===== config.mk =====
export PLATFORM = sky130hd
export DESIGN_NAME = fdc_cmd_write
export DESIGN_NICKNAME = d
export VERILOG_FILES = /design/src/hdl/fdc_pkg.sv /design/src/hdl/fdc_cmd_write.sv /design/src/hdl/fdc_wenc.sv
export SDC_FILE = /design/constraint.sdc
export NUM_CORES = 1
export LEC_CHECK = 0
export CAP_MARGIN = 30
export CELL_PAD_IN_SITES_DETAIL_PLACEMENT = 1
export CELL_PAD_IN_SITES_GLOBAL_PLACEMENT = 2
export CORE_UTILIZATION = 28
export CTS_BUF_LIST = sky130_fd_sc_hd__clkbuf_4 sky130_fd_sc_hd__clkbuf_8
export DETAILED_ROUTE_END_ITERATION = 6
export DONT_BUFFER_PORTS = 1
export PLACE_DENSITY_LB_ADDON = 0.1
export SLEW_MARGIN = 10
export SYNTH_ARGS = -nofsm -noshare
export SYNTH_HDL_FRONTEND = slang
export SYNTH_SLANG_ARGS = --single-unit

===== constraint.sdc =====
create_clock -name REF_CLK -period 4.05 [get_ports REF_CLK]
set_clock_uncertainty 0.15 [all_clocks]
set_input_delay 0 -clock REF_CLK [delete_from_list [all_inputs] [get_ports REF_CLK]]
set_output_delay 0 -clock REF_CLK [all_outputs]
set_load 0.1 [all_outputs]

===== src/hdl/fdc_pkg.sv =====
package fdc_pkg;

  // Register addresses on the host port
  localparam logic [1:0] ADDR_CMD_STATUS = 2'h0;
  localparam logic [1:0] ADDR_TRACK = 2'h1;
  localparam logic [1:0] ADDR_SECTOR = 2'h2;
  localparam logic [1:0] ADDR_DATA = 2'h3;

  // Status bit positions
  localparam int ST_BUSY = 0;
  localparam int ST_DRQ_INDEX = 1;
  localparam int ST_LOST_TRK0 = 2;
  localparam int ST_FAULT = 5;
  localparam int ST_PROTECT = 6;
  localparam int ST_NOT_READY = 7;

  // Command field positions
  localparam int CMD_TRACK_UPD = 4;
  localparam int CMD_MARK_SEL = 0;
  localparam int FI_TO_READY = 0;
  localparam int FI_TO_NOT_READY = 1;
  localparam int FI_INDEX = 2;
  localparam int FI_IMMEDIATE = 3;

  // Byte patterns and clock masks
  localparam logic [7:0] MARK_NORMAL = 8'hFB;
  localparam logic [7:0] MARK_DELETED = 8'hF8;
  localparam logic [7:0] MFM_SYNC_BYTE = 8'hA1;
  localparam logic [7:0] MFM_IDX_SYNC = 8'hC2;
  localparam logic [7:0] CLK_NORMAL = 8'hFF;
  localparam logic [7:0] CLK_MARK = 8'hC7;
  localparam logic [7:0] CLK_NONE_MISSING = 8'h00;
  localparam logic [7:0] MISS_SYNC_A1 = 8'h04;
  localparam logic [7:0] MISS_SYNC_C2 = 8'h08;
  localparam logic [7:0] TRK_CODE_A1 = 8'hF5;
  localparam logic [7:0] TRK_CODE_C2 = 8'hF6;
  localparam logic [7:0] FM_MARK_LO = 8'hF8;
  localparam logic [7:0] FM_MARK_HI = 8'hFE;
  localparam logic [7:0] FILL_BYTE = 8'hFF;
  localparam logic [7:0] LOST_BYTE = 8'h00;
  localparam logic [15:0] CRC_PRESET = 16'hFFFF;
  localparam logic [15:0] CRC_POLY = 16'h1021;
  localparam logic [1:0] SYNC_COUNT = 2'h3;
  localparam logic [7:0] TRACK_INNER = 8'h2B;
  localparam logic [7:0] FI_OPCODE = 8'hD0;

  // Timing, in ns at the reference clock rate
  localparam int CLK_MHZ = 25;
  localparam int FM_PULSE_NS = 500;
  localparam int MFM_PULSE_NS = 200;
  localparam int FM_CELL_NS = 2000;
  localparam int MFM_CELL_NS = 1000;
  localparam int POS_NS = 4000;
  localparam int FM_PULSE_CYC = (FM_PULSE_NS * CLK_MHZ + 999) / 1000;
  localparam int MFM_PULSE_CYC = (MFM_PULSE_NS * CLK_MHZ + 999) / 1000;
  localparam int FM_CELL_CYC = (FM_CELL_NS * CLK_MHZ) / 1000;
  localparam int MFM_CELL_CYC = (MFM_CELL_NS * CLK_MHZ) / 1000;
  localparam int POS_CYC = (POS_NS * CLK_MHZ) / 1000;

  typedef enum logic [3:0] {
    CMD_RESTORE, CMD_SEEK, CMD_STEP, CMD_STEP_IN, CMD_STEP_OUT,
    CMD_RD_SECTOR, CMD_WR_SECTOR, CMD_RD_ADDR, CMD_RD_TRACK,
    CMD_WR_TRACK, CMD_FORCE_INT
  } fdc_cmd_e;

  // One byte for the encoder with its clock pattern (FM) or missing-clock mask (MFM)
  typedef struct packed {
    logic [7:0] data;
    logic [7:0] clk;
  } fdc_tx_s;

endpackage


===== src/hdl/fdc_cmd_write.sv =====
// Overview of operation
// - Write gate waits for first loaded byte
// - Write protect low at command start skips write, interrupt
// - Write fault aborts command, sets bit 5
// - Pulse 500 ns FM, 200 ns MFM
// - Device writes address mark patterns itself
// - Early, late or nominal per pulse
// - Shift flags stable over whole pulse
// - Ready low skips type II/III, interrupt
// - Positioning commands ignore ready input
// - Type II/III refresh inner track indicator
// - Force interrupt accepted while busy
// - Busy held while command executes
// - Completion: interrupt, busy clear, error status
// - Eleven commands in four types
// - Sector opcode decode and flag bits
// - Address and track opcode decode
// - Force interrupt opcode with condition bits
// - Request on transfer, drop on load
// - Density input low selects MFM
// - Status read or command clears interrupt
//
// The register addresses and the address-and-strobe port were left to the implementer.
`timescale 1ns/1ps
`default_nettype none
module fdc_cmd_write #(
  parameter int SECTOR_BYTES = 256,
  parameter int POS_CYCLES = fdc_pkg::POS_CYC
) (
  input wire logic REF_CLK,
  input wire logic RST_B,
  input wire logic [1:0] ADDR,
  input wire logic [7:0] WDATA,
  input wire logic WR_STB,
  input wire logic RD_STB,
  output logic [7:0] RDATA,
  input wire logic DENSITY_SELECT_N,
  input wire logic READY,
  input wire logic WRITE_PROTECT_N,
  input wire logic WRITE_FAULT,
  input wire logic INDEX,
  output logic WRITE_GATE_OUT,
  output logic WRITE_PULSE_OUT,
  output logic EARLY_OUT,
  output logic LATE_OUT,
  output logic INNER_TRACK_INDICATOR,
  output logic BYTE_REQUEST,
  output logic COMPLETION_IRQ,
  output logic DIRECTION_OUT
);
  typedef enum logic [2:0] {ST_IDLE, ST_POS, ST_WAIT_BYTE, ST_WRITE, ST_READ} fdc_state_e;
  typedef enum logic [2:0] {PH_SYNC, PH_MARK, PH_DATA, PH_CRC_HI, PH_CRC_LO, PH_TAIL, PH_END,
    PH_TRACK} fdc_phase_e;

  fdc_state_e state_q;
  fdc_phase_e phase_q;
  fdc_pkg::fdc_cmd_e cmd_q;
  fdc_pkg::fdc_cmd_e wr_cmd;
  fdc_pkg::fdc_tx_s tx;
  logic [7:0] cmd_bits_q;
  logic [7:0] track_q;
  logic [7:0] sector_q;
  logic [7:0] data_q;
  logic [7:0] rdata_q;
  logic [3:0] fi_arm_q;
  logic [15:0] crc_q;
  logic [10:0] count_q;
  logic [1:0] sync_q;
  logic [$clog2(POS_CYCLES + 1)-1:0] pos_q;
  logic busy_q;
  logic irq_q;
  logic drq_q;
  logic lost_q;
  logic fault_q;
  logic prot_q;
  logic gate_q;
  logic itt_q;
  logic dir_q;
  logic typ1_q;
  logic ready_q;
  logic index_q;
  logic mfm;
  logic wr_cmd_reg;
  logic wr_data_reg;
  logic rd_status;
  logic accept;
  logic is_fi;
  logic taken;
  logic finish;
  logic abort;
  logic fi_event;
  logic index_rise;

  // Opcode decode from the upper bits of the command word
  function automatic fdc_pkg::fdc_cmd_e decode(input logic [7:0] c);
    fdc_pkg::fdc_cmd_e r;
    r = fdc_pkg::CMD_RESTORE;
    case (c[7:5])
      3'h0: r = c[4] ? fdc_pkg::CMD_SEEK : fdc_pkg::CMD_RESTORE;
      3'h1: r = fdc_pkg::CMD_STEP;
      3'h2: r = fdc_pkg::CMD_STEP_IN;
      3'h3: r = fdc_pkg::CMD_STEP_OUT;
      3'h4: r = fdc_pkg::CMD_RD_SECTOR;
      3'h5: r = fdc_pkg::CMD_WR_SECTOR;
      3'h6: r = c[4] ? fdc_pkg::CMD_FORCE_INT : fdc_pkg::CMD_RD_ADDR;
      3'h7: r = c[4] ? fdc_pkg::CMD_WR_TRACK : fdc_pkg::CMD_RD_TRACK;
      default: r = fdc_pkg::CMD_RESTORE;
    endcase
    return r;
  endfunction

  // Positioning commands form type I
  function automatic logic is_type1(input fdc_pkg::fdc_cmd_e c);
    return c == fdc_pkg::CMD_RESTORE || c == fdc_pkg::CMD_SEEK || c == fdc_pkg::CMD_STEP ||
      c == fdc_pkg::CMD_STEP_IN || c == fdc_pkg::CMD_STEP_OUT;
  endfunction

  // Sixteen-bit check value, msb first, over one byte
  function automatic logic [15:0] crc_byte(input logic [15:0] crc, input logic [7:0] b);
    logic [15:0] c;
    c = crc;
    for (int i = 7; i >= 0; i--)
      c = (c[15] ^ b[i]) ? ((c << 1) ^ fdc_pkg::CRC_POLY) : (c << 1);
    return c;
  endfunction

  // Host strobes and command acceptance
  assign mfm = !DENSITY_SELECT_N;
  assign wr_cmd_reg = WR_STB && ADDR == fdc_pkg::ADDR_CMD_STATUS;
  assign wr_data_reg = WR_STB && ADDR == fdc_pkg::ADDR_DATA;
  assign rd_status = RD_STB && ADDR == fdc_pkg::ADDR_CMD_STATUS;
  assign wr_cmd = decode(WDATA);
  assign is_fi = wr_cmd == fdc_pkg::CMD_FORCE_INT;
  assign accept = wr_cmd_reg && (!busy_q || is_fi);
  assign index_rise = INDEX && !index_q;
  assign abort = busy_q && WRITE_FAULT;

  // Armed force-interrupt conditions
  assign fi_event = (fi_arm_q[fdc_pkg::FI_TO_READY] && READY && !ready_q) ||
    (fi_arm_q[fdc_pkg::FI_TO_NOT_READY] && !READY && ready_q) ||
    (fi_arm_q[fdc_pkg::FI_INDEX] && index_rise);

  // Normal end of the running command
  always_comb
  begin
    finish = 1'b0;
    case (state_q)
      ST_POS: finish = (pos_q == '0);
      ST_READ: finish = 1'b1;
      ST_WRITE: finish = taken && (phase_q == PH_END || (phase_q == PH_TRACK && index_q));
      default: finish = 1'b0;
    endcase
  end

  // Byte offered to the encoder for the current phase
  always_comb
  begin
    tx.data = fdc_pkg::FILL_BYTE;
    tx.clk = mfm ? fdc_pkg::CLK_NONE_MISSING : fdc_pkg::CLK_NORMAL;
    case (phase_q)
      PH_SYNC:
      begin
        tx.data = fdc_pkg::MFM_SYNC_BYTE;
        tx.clk = fdc_pkg::MISS_SYNC_A1;
      end
      PH_MARK:
      begin
        tx.data = cmd_bits_q[fdc_pkg::CMD_MARK_SEL] ? fdc_pkg::MARK_DELETED :
          fdc_pkg::MARK_NORMAL;
        if (!mfm)
          tx.clk = fdc_pkg::CLK_MARK;
      end
      PH_DATA: tx.data = drq_q ? fdc_pkg::LOST_BYTE : data_q;
      PH_CRC_HI: tx.data = crc_q[15:8];
      PH_CRC_LO: tx.data = crc_q[7:0];
      PH_TRACK:
      begin
        tx.data = drq_q ? fdc_pkg::LOST_BYTE : data_q;
        if (!drq_q && mfm && data_q == fdc_pkg::TRK_CODE_A1)
        begin
          tx.data = fdc_pkg::MFM_SYNC_BYTE;
          tx.clk = fdc_pkg::MISS_SYNC_A1;
        end
        else if (!drq_q && mfm && data_q == fdc_pkg::TRK_CODE_C2)
        begin
          tx.data = fdc_pkg::MFM_IDX_SYNC;
          tx.clk = fdc_pkg::MISS_SYNC_C2;
        end
        else if (!drq_q && !mfm && data_q >= fdc_pkg::FM_MARK_LO &&
          data_q <= fdc_pkg::FM_MARK_HI)
          tx.clk = fdc_pkg::CLK_MARK;
      end
      default: tx.data = fdc_pkg::FILL_BYTE;
    endcase
  end

  // Input history for edge conditions
  always_ff @(posedge REF_CLK)
  begin
    if (!RST_B)
    begin
      ready_q <= 1'b0;
      index_q <= 1'b0;
    end
    else
    begin
      ready_q <= READY;
      index_q <= INDEX;
    end
  end

  // Command sequencer
  always_ff @(posedge REF_CLK)
  begin
    if (!RST_B)
    begin
      state_q <= ST_IDLE;
      cmd_q <= fdc_pkg::CMD_RESTORE;
      cmd_bits_q <= 8'h00;
      busy_q <= 1'b0;
      gate_q <= 1'b0;
      pos_q <= '0;
      typ1_q <= 1'b1;
    end
    else if (accept && is_fi)
    begin
      state_q <= ST_IDLE;
      busy_q <= 1'b0;
      gate_q <= 1'b0;
    end
    else if (accept)
    begin
      cmd_q <= wr_cmd;
      cmd_bits_q <= WDATA;
      typ1_q <= is_type1(wr_cmd);
      if (is_type1(wr_cmd))
      begin
        state_q <= ST_POS;
        busy_q <= 1'b1;
        pos_q <= ($clog2(POS_CYCLES + 1))'(POS_CYCLES);
      end
      else if (!READY)
        state_q <= ST_IDLE;
      else if ((wr_cmd == fdc_pkg::CMD_WR_SECTOR || wr_cmd == fdc_pkg::CMD_WR_TRACK) &&
        !WRITE_PROTECT_N)
        state_q <= ST_IDLE;
      else if (wr_cmd == fdc_pkg::CMD_WR_SECTOR || wr_cmd == fdc_pkg::CMD_WR_TRACK)
      begin
        state_q <= ST_WAIT_BYTE;
        busy_q <= 1'b1;
      end
      else
      begin
        state_q <= ST_READ;
        busy_q <= 1'b1;
      end
    end
    else if (abort || finish)
    begin
      state_q <= ST_IDLE;
      busy_q <= 1'b0;
      gate_q <= 1'b0;
    end
    else
    begin
      if (state_q == ST_POS)
        pos_q <= pos_q - 1'b1;
      if (state_q == ST_WAIT_BYTE && wr_data_reg)
      begin
        state_q <= ST_WRITE;
        gate_q <= 1'b1;
      end
    end
  end

  // Write stream phases and check value
  always_ff @(posedge REF_CLK)
  begin
    if (!RST_B || state_q != ST_WRITE)
    begin
      phase_q <= (cmd_q == fdc_pkg::CMD_WR_TRACK) ? PH_TRACK : (mfm ? PH_SYNC : PH_MARK);
      sync_q <= 2'h1;
      count_q <= 11'h000;
      crc_q <= fdc_pkg::CRC_PRESET;
    end
    else if (taken)
    begin
      crc_q <= crc_byte(crc_q, tx.data);
      case (phase_q)
        PH_SYNC:
        begin
          sync_q <= sync_q + 2'h1;
          if (sync_q == fdc_pkg::SYNC_COUNT)
            phase_q <= PH_MARK;
        end
        PH_MARK: phase_q <= PH_DATA;
        PH_DATA:
        begin
          count_q <= count_q + 11'h001;
          if (count_q == 11'(SECTOR_BYTES - 1))
            phase_q <= PH_CRC_HI;
        end
        PH_CRC_HI: phase_q <= PH_CRC_LO;
        PH_CRC_LO: phase_q <= PH_TAIL;
        PH_TAIL: phase_q <= PH_END;
        default: phase_q <= phase_q;
      endcase
    end
  end

  // Data request: set on transfer to shifter, cleared by host load
  always_ff @(posedge REF_CLK)
  begin
    if (!RST_B)
    begin
      drq_q <= 1'b0;
      lost_q <= 1'b0;
    end
    else if (accept)
    begin
      drq_q <= !is_fi && READY && WRITE_PROTECT_N &&
        (wr_cmd == fdc_pkg::CMD_WR_SECTOR || wr_cmd == fdc_pkg::CMD_WR_TRACK);
      if (!is_fi)
        lost_q <= 1'b0;
    end
    else if (state_q == ST_WRITE && taken && (phase_q == PH_DATA || phase_q == PH_TRACK))
    begin
      drq_q <= 1'b1;
      if (drq_q)
        lost_q <= 1'b1;
    end
    else if (wr_data_reg || abort || finish)
      drq_q <= 1'b0;
  end

  // Error flags kept for the completion status
  always_ff @(posedge REF_CLK)
  begin
    if (!RST_B)
    begin
      fault_q <= 1'b0;
      prot_q <= 1'b0;
    end
    else if (abort)
      fault_q <= 1'b1;
    else if (accept && !is_fi)
    begin
      fault_q <= 1'b0;
      prot_q <= (wr_cmd == fdc_pkg::CMD_WR_SECTOR || wr_cmd == fdc_pkg::CMD_WR_TRACK) &&
        !WRITE_PROTECT_N && READY;
    end
  end

  // Interrupt: a set wins over the status-read clear; an accepted command drops a same-cycle end, fault or event set
  always_ff @(posedge REF_CLK)
  begin
    if (!RST_B)
    begin
      irq_q <= 1'b0;
      fi_arm_q <= 4'h0;
    end
    else
    begin
      if (accept)
        fi_arm_q <= is_fi ? WDATA[3:0] : 4'h0;
      if (accept && is_fi && WDATA[fdc_pkg::FI_IMMEDIATE])
        irq_q <= 1'b1;
      else if (accept && !is_fi && !is_type1(wr_cmd) && (!READY ||
        (!WRITE_PROTECT_N &&
        (wr_cmd == fdc_pkg::CMD_WR_SECTOR || wr_cmd == fdc_pkg::CMD_WR_TRACK))))
        irq_q <= 1'b1;
      else if (!accept && (finish || abort || fi_event))
        irq_q <= 1'b1;
      else if (rd_status || wr_cmd_reg)
        irq_q <= 1'b0;
    end
  end

  // Track register, head direction and inner track indicator
  always_ff @(posedge REF_CLK)
  begin
    if (!RST_B)
    begin
      track_q <= 8'h00;
      sector_q <= 8'h00;
      data_q <= 8'h00;
      dir_q <= 1'b0;
      itt_q <= 1'b0;
    end
    else
    begin
      if (WR_STB && ADDR == fdc_pkg::ADDR_TRACK)
        track_q <= WDATA;
      if (WR_STB && ADDR == fdc_pkg::ADDR_SECTOR)
        sector_q <= WDATA;
      if (wr_data_reg)
        data_q <= WDATA;
      if (accept && !is_fi && !is_type1(wr_cmd))
        itt_q <= track_q > fdc_pkg::TRACK_INNER;
      if (state_q == ST_POS && finish)
      begin
        case (cmd_q)
          fdc_pkg::CMD_RESTORE: track_q <= 8'h00;
          fdc_pkg::CMD_SEEK:
          begin
            track_q <= data_q;
            dir_q <= data_q > track_q;
          end
          default:
          begin
            if (cmd_q == fdc_pkg::CMD_STEP_IN || cmd_q == fdc_pkg::CMD_STEP_OUT)
              dir_q <= cmd_q == fdc_pkg::CMD_STEP_IN;
            if (cmd_bits_q[fdc_pkg::CMD_TRACK_UPD])
              track_q <= ((cmd_q == fdc_pkg::CMD_STEP && dir_q) ||
                cmd_q == fdc_pkg::CMD_STEP_IN) ? track_q + 8'h01 : track_q - 8'h01;
          end
        endcase
      end
    end
  end

  // Read data stand only in the cycle after the strobe
  always_ff @(posedge REF_CLK)
  begin
    if (!RST_B || !RD_STB)
      rdata_q <= 8'h00;
    else
    begin
      case (ADDR)
        fdc_pkg::ADDR_TRACK: rdata_q <= track_q;
        fdc_pkg::ADDR_SECTOR: rdata_q <= sector_q;
        fdc_pkg::ADDR_DATA: rdata_q <= data_q;
        default:
        begin
          rdata_q <= 8'h00;
          rdata_q[fdc_pkg::ST_BUSY] <= busy_q;
          rdata_q[fdc_pkg::ST_DRQ_INDEX] <= typ1_q ? INDEX : drq_q;
          rdata_q[fdc_pkg::ST_LOST_TRK0] <= typ1_q ? (track_q == 8'h00) : lost_q;
          rdata_q[fdc_pkg::ST_FAULT] <= fault_q;
          rdata_q[fdc_pkg::ST_PROTECT] <= prot_q;
          rdata_q[fdc_pkg::ST_NOT_READY] <= !READY;
        end
      endcase
    end
  end

  // Bit cell encoder for the write pulse stream
  fdc_wenc u_wenc (
    .clk(REF_CLK),
    .rst_n(RST_B),
    .run(gate_q),
    .mfm(mfm),
    .tx(tx),
    .taken_q(taken),
    .pulse_q(WRITE_PULSE_OUT),
    .early_q(EARLY_OUT),
    .late_q(LATE_OUT)
  );

  // Registered outputs
  assign RDATA = rdata_q;
  assign WRITE_GATE_OUT = gate_q;
  assign INNER_TRACK_INDICATOR = itt_q;
  assign BYTE_REQUEST = drq_q;
  assign COMPLETION_IRQ = irq_q;
  assign DIRECTION_OUT = dir_q;
endmodule
`default_nettype wire


===== src/hdl/fdc_wenc.sv =====
`timescale 1ns/1ps
`default_nettype none
module fdc_wenc #(
  parameter int FM_CELL = fdc_pkg::FM_CELL_CYC,
  parameter int MFM_CELL = fdc_pkg::MFM_CELL_CYC,
  parameter int FM_PW = fdc_pkg::FM_PULSE_CYC,
  parameter int MFM_PW = fdc_pkg::MFM_PULSE_CYC
) (
  input wire logic clk,
  input wire logic rst_n,
  input wire logic run,
  input wire logic mfm,
  input wire fdc_pkg::fdc_tx_s tx,
  output logic taken_q,
  output logic pulse_q,
  output logic early_q,
  output logic late_q
);
  logic [7:0] cell_q;
  logic half_q;
  logic [2:0] bit_q;
  logic prev_q;
  logic [7:0] pw_q;
  fdc_pkg::fdc_tx_s sh_q;
  fdc_pkg::fdc_tx_s cur;
  logic cell_start;
  logic cur_bit;
  logic next_bit;
  logic emit;

  // New byte is used directly in the clock cell of its first bit
  assign cell_start = (cell_q == 8'h00);
  assign cur = (bit_q == 3'h7 && !half_q) ? tx : sh_q;
  assign cur_bit = cur.data[bit_q];
  assign next_bit = (bit_q != 3'h0) ? cur.data[bit_q - 3'h1] : 1'b0;

  // Clock cell: FM pattern bit, MFM only between zeros unless masked
  always_comb
  begin
    if (!half_q)
      emit = mfm ? (!prev_q && !cur_bit && !cur.clk[bit_q]) : cur.clk[bit_q];
    else
      emit = cur_bit;
  end

  // Cell and bit sequencing; byte loads at the first cell of bit 7
  always_ff @(posedge clk)
  begin
    if (!rst_n || !run)
    begin
      cell_q <= 8'h00;
      half_q <= 1'b0;
      bit_q <= 3'h7;
      prev_q <= 1'b0;
      taken_q <= 1'b0;
      sh_q <= '0;
    end
    else
    begin
      taken_q <= 1'b0;
      if (cell_start)
      begin
        cell_q <= mfm ? 8'(MFM_CELL - 1) : 8'(FM_CELL - 1);
        half_q <= !half_q;
        if (bit_q == 3'h7 && !half_q)
        begin
          sh_q <= tx;
          taken_q <= 1'b1;
        end
        if (half_q)
        begin
          prev_q <= cur_bit;
          bit_q <= bit_q - 3'h1;
        end
      end
      else
        cell_q <= cell_q - 8'h01;
    end
  end

  // Pulse width, with shift flags held for the whole pulse
  always_ff @(posedge clk)
  begin
    if (!rst_n || !run)
    begin
      pulse_q <= 1'b0;
      early_q <= 1'b0;
      late_q <= 1'b0;
      pw_q <= 8'h00;
    end
    else if (cell_start && emit)
    begin
      pulse_q <= 1'b1;
      pw_q <= mfm ? 8'(MFM_PW - 1) : 8'(FM_PW - 1);
      early_q <= mfm && half_q && prev_q && !next_bit;
      late_q <= mfm && half_q && !prev_q && next_bit;
    end
    else if (pw_q != 8'h00)
      pw_q <= pw_q - 8'h01;
    else
    begin
      pulse_q <= 1'b0;
      early_q <= 1'b0;
      late_q <= 1'b0;
    end
  end
endmodule
`default_nettype wire


==> results.json, run 1 <==
{
  "ys_seq_area_share_pct": 36.4,
  "status": "complete, but fails checks",
  "wire_per_inst_um": 20.1,
  "clock_latency_ns": 0.46,
  "area_growth_pct": 14.4,
  "finalHoldViolCount": 0,
  "cts_hold_buf": 35,
  "cts_resized": 0,
  "internal_power_w": 0.00211,
  "fin_crit_sh_pct": 84.8,
  "switchingPower_w": 0.00116,
  "drv_slew": 0,
  "crit_path_end_kind": "register",
  "drtAntennaViolNets": 0,
  "cts_setup_buffers": 0,
  "reg2reg_to": "u_wenc.late_q",
  "die-width_um": 166,
  "max-vdd-ir-drop_v": 0.000158,
  "gr-total-overflow": 0,
  "dieArea_um2": 27700,
  "grt_max_degree": 34,
  "seq_power_share_pct": 47.1,
  "routed_wl_mm": 26.1,
  "drc": 2,
  "cts_root_buf": "clkbuf_8",
  "cp_max_fo": 10,
  "reg2reg_slack_ns": 0.79,
  "hold_depth": 5,
  "syn_inst": 924,
  "yosysTopAreaCellShare_pct": 35.2,
  "num_rows": 59,
  "timing.final.ws_setup_ns": 0.616,
  "synth_top_area_cell": "dfxtp_1",
  "cp-start-kind": "primary input",
  "ys_warn_count": 0,
  "finalPower_w": 0.00327,
  "p_sw_share_pct": 35.5,
  "cts_max_path_buffers": 2,
  "async_flop_share_pct": 0,
  "min_period_ns": 3.43,
  "synth_fp_nets": 972,
  "maxCapViolCount": 0,
  "initial_core_util_pct": 28.8,
  "grt_pass1_wl_mm": 41.3,
  "layout-drive-gt1-share_pct": 7.25,
  "r2r_start": "phase_q[2]",
  "cts_max_level": 4,
  "rsz0062_at_grt": "false",
  "ys.flop_type": "dfxtp_1",
  "diodes": 0,
  "gp_congestion": 0.820,
  "power.density_nw_per_um2": 378,
  "wl_met2_mm": 12.7,
  "slew_headroom_pct": 34.2,
  "grt_pass1_vias": 7332,
  "min_to": "cmd_q[2]",
  "dr.pass1.iters": 7,
  "worstMarginPinSlew_ns": 0.986,
  "nets": 1000,
  "path_class": "in2reg",
  "path_clk_slew_ns": 0.10,
  "p_leak_nw": 3.10,
  "wl_met1_mm": 12.3,
  "setup_tns_ns": 0,
  "vias": 6856,
  "dp_slack_ns": 0.817,
  "cts_made_buffers": 17,
  "port_buffers": 0,
  "cts_tree": "yes",
  "crit_arrival_ns": 3.63,
  "cts_sinks": 136,
  "ys_ff_latch": 136,
  "grt_antenna_before_repair": 0,
  "vias_per_cell": 5.27,
  "failed_checks": "design-rule violations",
  "clockPowerShare_pct": 33.0,
  "top_layer": "met4",
  "dp_hpwl_mm": 18.5,
  "hp-class": "in2reg",
  "synth-edff-count": 3,
  "design.core.area_um2": 26300,
  "min_from": "WDATA[5]",
  "pwr-share-comb_pct": 19.8,
  "fp.dieH_um": 166,
  "synthTopCellsByArea": "dfxtp_1 (35%), a21oi_1 (5.2%), nand2_1 (5.2%)",
  "worst_r2r_path_depth": 9,
  "crit_required_ns": 4.25,
  "setup_viol": 0,
  "syn_area_per_cell_um2": 8.18,
  "clock.fmax_ghz": 0.291,
  "grt_use_total_pct": 19.4,
  "drtIter0Drc": 308,
  "synthesis.area_um2": 7560,
  "wl_met3_um": 719,
  "yosysUniqueCellTypes": 72,
  "pin_count": 35
}
state kept, by name (all words and copies together), names as in the netlist, 2 cells and up:
register       cells
RDATA              8
cmd_bits_q         2
cmd_q              4
count_q           11
crc_q             16
data_q             8
fi_arm_q           3
phase_q            3
pos_q              7
sector_q           8
state_q            3
sync_q             2
track_q            8
u_wenc.bit_q       3
u_wenc.cell_q      8
u_wenc.pw_q        8
u_wenc.sh_q       16
synthesized netlist by cell type, types with 6 or more instances:
| cell | instances |
|---|---|
| dfxtp_1 | 133 |
| nand2_1 | 104 |
| nor2_1 | 104 |
| a21oi_1 | 78 |
| o21ai_0 | 37 |
| xnor2_1 | 37 |
| clkbuf_1 | 36 |
| inv_1 | 33 |
| nand3_1 | 29 |
| nor3_1 | 29 |
| ha_1 | 28 |
| mux2i_1 | 21 |
| nand2b_1 | 20 |
| xor2_1 | 19 |
| nor2b_1 | 16 |
| a211oi_1 | 15 |
| a22oi_1 | 15 |
| o211ai_1 | 11 |
| a21o_1 | 10 |
| a31oi_1 | 10 |
| o21a_1 | 9 |
| and2_1 | 8 |
| mux4_2 | 7 |
| buf_2 | 6 |
| nor4b_1 | 6 |
cell usage in the layout (no fill, tap or decap), drive strengths merged, types with 4 or more instances in the layout:
master | synthesis | routed
dlygate4sd3 | 0 | 36
nand4 | 5 | 5
a21o | 10 | 10
o21a | 9 | 9
ha | 28 | 28
o22a | 5 | 5
nand2 | 104 | 104
xor2 | 20 | 20
inv | 33 | 40
mux4 | 7 | 7
buf | 13 | 22
mux2i | 21 | 21
nand2b | 20 | 20
a2111oi | 5 | 5
and2 | 8 | 8
nor4b | 7 | 7
nor2 | 104 | 104
nor2b | 16 | 16
clkbuf | 36 | 18
o211ai | 11 | 11
a31oi | 10 | 10
xnor2 | 37 | 37
a211oi | 16 | 16
nand4b | 4 | 4
o21ai | 38 | 38
nand3b | 4 | 4
o22ai | 5 | 5
nor3b | 4 | 4
or3 | 5 | 5
nor4 | 5 | 5
and3 | 5 | 5
a22oi | 15 | 15
a21oi | 78 | 78
clkinv | 2 | 7
dfxtp | 133 | 133
nor3 | 29 | 29
nand3 | 29 | 29
a221oi | 5 | 5
worst max-delay path, cell delays in order:
cell           delay [ns]
dlygate4sd3_1        0.65
ha_1                 0.28
o21bai_1             0.17
a211oi_1             0.42
o211ai_1             0.27
o21ai_0              0.52
nand2_1              0.41
nor3_1               0.58
mux2i_1              0.27
nor2_1               0.06
logic make-up after synthesis:
group,share of synthesized area [%]
AND/OR/NAND/NOR,22.1
AO/OA/AOI/OAI,20.4
flip-flops,36.4
buffers and inverters,4.57
XOR/XNOR,6.70
multiplexers,5.01
adder cells (fa/ha/maj),4.90
routing by layer:
layer	GRT usage [%]	up-vias
met5	0	-
met4	5.11	0
met3	3.29	22
met2	34.0	97
met1	24.4	3396
li1	-	3341
stage by stage:
stage | cells | hold slack [ns] | area [um2] | utilization, %
6_report | 1300 | 0.0195 | 8650 | 32.9
5_1_grt | 1300 | 0.0140 | 8650 | 32.9
4_1_cts | 1298 | 0.000136 | 8630 | 32.8
3_5_place_dp | 1231 | -0.0198 | 7930 | 30.2
3_3_place_gp | 1231 | -0.0207 | 7930 | 30.2
2_1_floorplan | 924 | -0.0283 | 7560 | -
power groups by stage:
| stage | combinational [W] | clock, W | sequential (W) |
|---|---|---|---|
| 2_1_floorplan | 0.000424 | 0 | 0.00157 |
| 3_3_place_gp | 0.000588 | 0 | 0.00157 |
| 3_5_place_dp | 0.000604 | 0 | 0.00157 |
| 4_1_cts | 0.000651 | 0.00113 | 0.00154 |
| 5_1_grt | 0.000715 | 0.00119 | 0.00155 |
| 6_report | 0.000649 | 0.00108 | 0.00154 |
layout make-up:
cell class	count	area [um2]
Clock buffer	18	241
Clock inverter	14	113
Fill cell	3146	17600
Inverter	35	131
Multi-Input combinational cell	704	4460
Sequential cell	136	2750
Tap cell	335	419
Timing Repair Buffer	58	533
worst max path at each step:
stage,cells after the start,from,end
2_1_floorplan,12,DIRECTION_OUT,track_q[7]
3_3_place_gp,9,phase_q[2],u_wenc.late_q
3_5_place_dp,9,phase_q[2],u_wenc.late_q
4_1_cts,10,WDATA[6],INNER_TRACK_INDICATOR
5_1_grt,9,phase_q[2],u_wenc.early_q
6_report,10,WDATA[6],INNER_TRACK_INDICATOR
(Power assumes the default switching activity.)
==> run 2: changes to the inputs <==
==> constraint.sdc (replaced) <==
create_clock -name REF_CLK -period 2.95 [get_ports REF_CLK]
set_clock_uncertainty 0.15 [all_clocks]
set_input_delay 0 -clock REF_CLK [delete_from_list [all_inputs] [get_ports REF_CLK]]
set_output_delay 0 -clock REF_CLK [all_outputs]
set_load 0.1 [all_outputs]
==> run 2 against run 1 <==
  * The run still ends with design-rule violations left
  * Flip-flop and latch count did not move
  * Via count rose by 5.1%
  * Die area did not move
  * Global-route usage rose by 0.41 points
  * Utilization rose by 3.0 points
  * Total power rose by 52%
==> results.json, run 2 (same netlist as run 1, synthesis figures left out) <==
{
  "fillers": 3126,
  "dp_hpwl_mm": 19.4,
  "drc": 3,
  "routed_wl_mm": 27.1,
  "vias_per_cell": 5.27,
  "clock_latency_ns": 0.46,
  "grt_max_degree": 44,
  "pwr-share-comb_pct": 21.6,
  "crit_required_ns": 3.16,
  "maxCapViolCount": 0,
  "clock.fmax_ghz": 0.350,
  "worstMarginPinSlew_ns": 0.958,
  "p_leak_nw": 3.54,
  "cts_tree": "yes",
  "largestRegisters": "crc_q: 16 flops, u_wenc.sh_q: 16 flops, count_q: 11 flops",
  "path_class": "reg2reg",
  "grt_pass1_wl_mm": 42.5,
  "nets": 1068,
  "dp_cells": 1277,
  "seq_power_share_pct": 41.4,
  "setup_viol": 0,
  "max-vdd-ir-drop_v": 0.000202,
  "design.core.area_um2": 26300,
  "grt_pass1_vias": 7594,
  "gr-total-overflow": 0,
  "drtIter0Drc": 303,
  "pin_count": 35,
  "dpl_cell_area_um2": 8280,
  "dieArea_um2": 27700,
  "hp-class": "in2reg",
  "final_cell_area_um2": 9450,
  "drv_slew": 0,
  "fp.dieH_um": 166,
  "status": "complete, but fails checks",
  "grt_use_total_pct": 19.8,
  "drtAntennaViolNets": 0,
  "die-width_um": 166,
  "r2r_start": "DIRECTION_OUT",
  "port_buffers": 0,
  "finalHoldViolCount": 0,
  "cts_max_level": 4,
  "fin_crit_sh_pct": 96.9,
  "switchingPower_w": 0.00159,
  "dr.pass1.iters": 7,
  "crit_path_end_kind": "register",
  "min_from": "WDATA[6]",
  "gp_congestion": 0.882,
  "min_period_ns": 2.86,
  "diodes": 0,
  "wire_per_inst_um": 19.9,
  "grt_antenna_before_repair": 0,
  "crit_arrival_ns": 3.07,
  "startpoint": "DIRECTION_OUT",
  "cts_made_buffers": 17,
  "cp-start-kind": "register",
  "cp_max_fo": 2,
  "area_growth_pct": 24.9,
  "finalPower_w": 0.00499,
  "initial_core_util_pct": 28.8,
  "rsz0062_at_grt": "true",
  "power.density_nw_per_um2": 528,
  "path_clk_slew_ns": 0.10,
  "layout-drive-gt1-share_pct": 15.2,
  "failed_checks": "design-rule violations",
  "vias": 7204,
  "final_common_cell": "dfxtp_1",
  "clockPowerShare_pct": 37.0,
  "num_rows": 59,
  "internal_power_w": 0.00340,
  "p_sw_share_pct": 31.9,
  "fin_cells": 1367,
  "final_cell_mix": "dfxtp_1 (129), nand2_1 (104), nor2_1 (103)",
  "cts_root_buf": "clkbuf_8",
  "slew_headroom_pct": 36.0,
  "cts_max_path_buffers": 2,
  "cts_sinks": 136
}
run 2: cell types whose count changed in the layout (fill, tap and decap cells not counted), moves of 3 or more:
cell,previous run,this run
a211oi_2,1,4
a211oi_1,15,12
buf_6,0,4
ha_1,28,24
o21ai_0,37,33
buf_4,21,79
dlygate4sd3_1,36,40
o21ai_1,0,3
ha_4,0,3
inv_6,7,2
dfxtp_1,133,129
dfxtp_2,0,4
bufinv_16,0,5
run 2: power groups by stage:
stage,clock network [W],logic (W),registers (W)
global route,0.00196,0.00117,0.00208
detailed placement,0,0.000939,0.00210
floorplan,0,0.000582,0.00215
CTS,0.00189,0.00101,0.00206
finish,0.00184,0.00108,0.00206
global placement,0,0.000920,0.00209
run 2: through the flow:
step / hold WS, ns / setup WS, ns / TNS, ns / util [%]
after CTS: 0.00418 / 0.0111 / 0 / 34.7
after floorplan: -0.0283 / -0.214 / -0.214 / -
after detailed placement: -0.0182 / 0.0263 / 0 / 31.5
after global placement: -0.0223 / 0.0848 / 0 / 31.5
final: 0.0296 / 0.0916 / 0 / 35.9
after global routing: 0.0398 / -0.0183 / -0.0343 / 35.9
run 2: area by class of cell:
class / count / area [um2] / area share (%)
clock inverter: 14 / 224 / 2.37
inverter: 35 / 131 / 1.39
sequential: 136 / 2760 / 29.2
multi-input combinational: 704 / 4610 / 48.8
clock buffer: 17 / 234 / 2.48
timing repair buffer: 126 / 1070 / 11.3
tap: 335 / 419 / 4.44
run 2: critical path: stages, from the launching register on:
cell and delay (ns):
dfxtp_2 0.35, nor2_2 0.05, nor4b_4 0.34, inv_2 0.10
ha_4 0.22, a21o_1 0.18, a21oi_2 0.14, nor2b_1 0.07
o21a_1 0.20, o41a_1 0.41, xnor2_1 0.17, a22oi_1 0.09
o32ai_1 0.30
run 2: what timing repair did:
action,in CTS,in global routing
gates resized for setup,0,38
setup endpoints to repair,0,30
setup buffers,0,16
hold buffers,39,3
hold endpoints to repair,116,5
run 2: worst paths after layout:
path / depth (start not counted) / slack (ns) / to
max: 12 / 0.09 / track_q[7]
min: 5 / 0.03 / cmd_q[2]
max reg2reg: 12 / 0.09 / track_q[7]
min reg2reg: 2 / 0.31 / u_wenc.sh_q[3]
run 2: routing by layer:
metal	GRT usage, %	part of all wire [%]	vias up
met5	0	0	-
met4	6.28	2.4	0
met3	3.41	2.7	41
met2	34.3	49	101
met1	24.8	46	3589
li1	-	-	3473
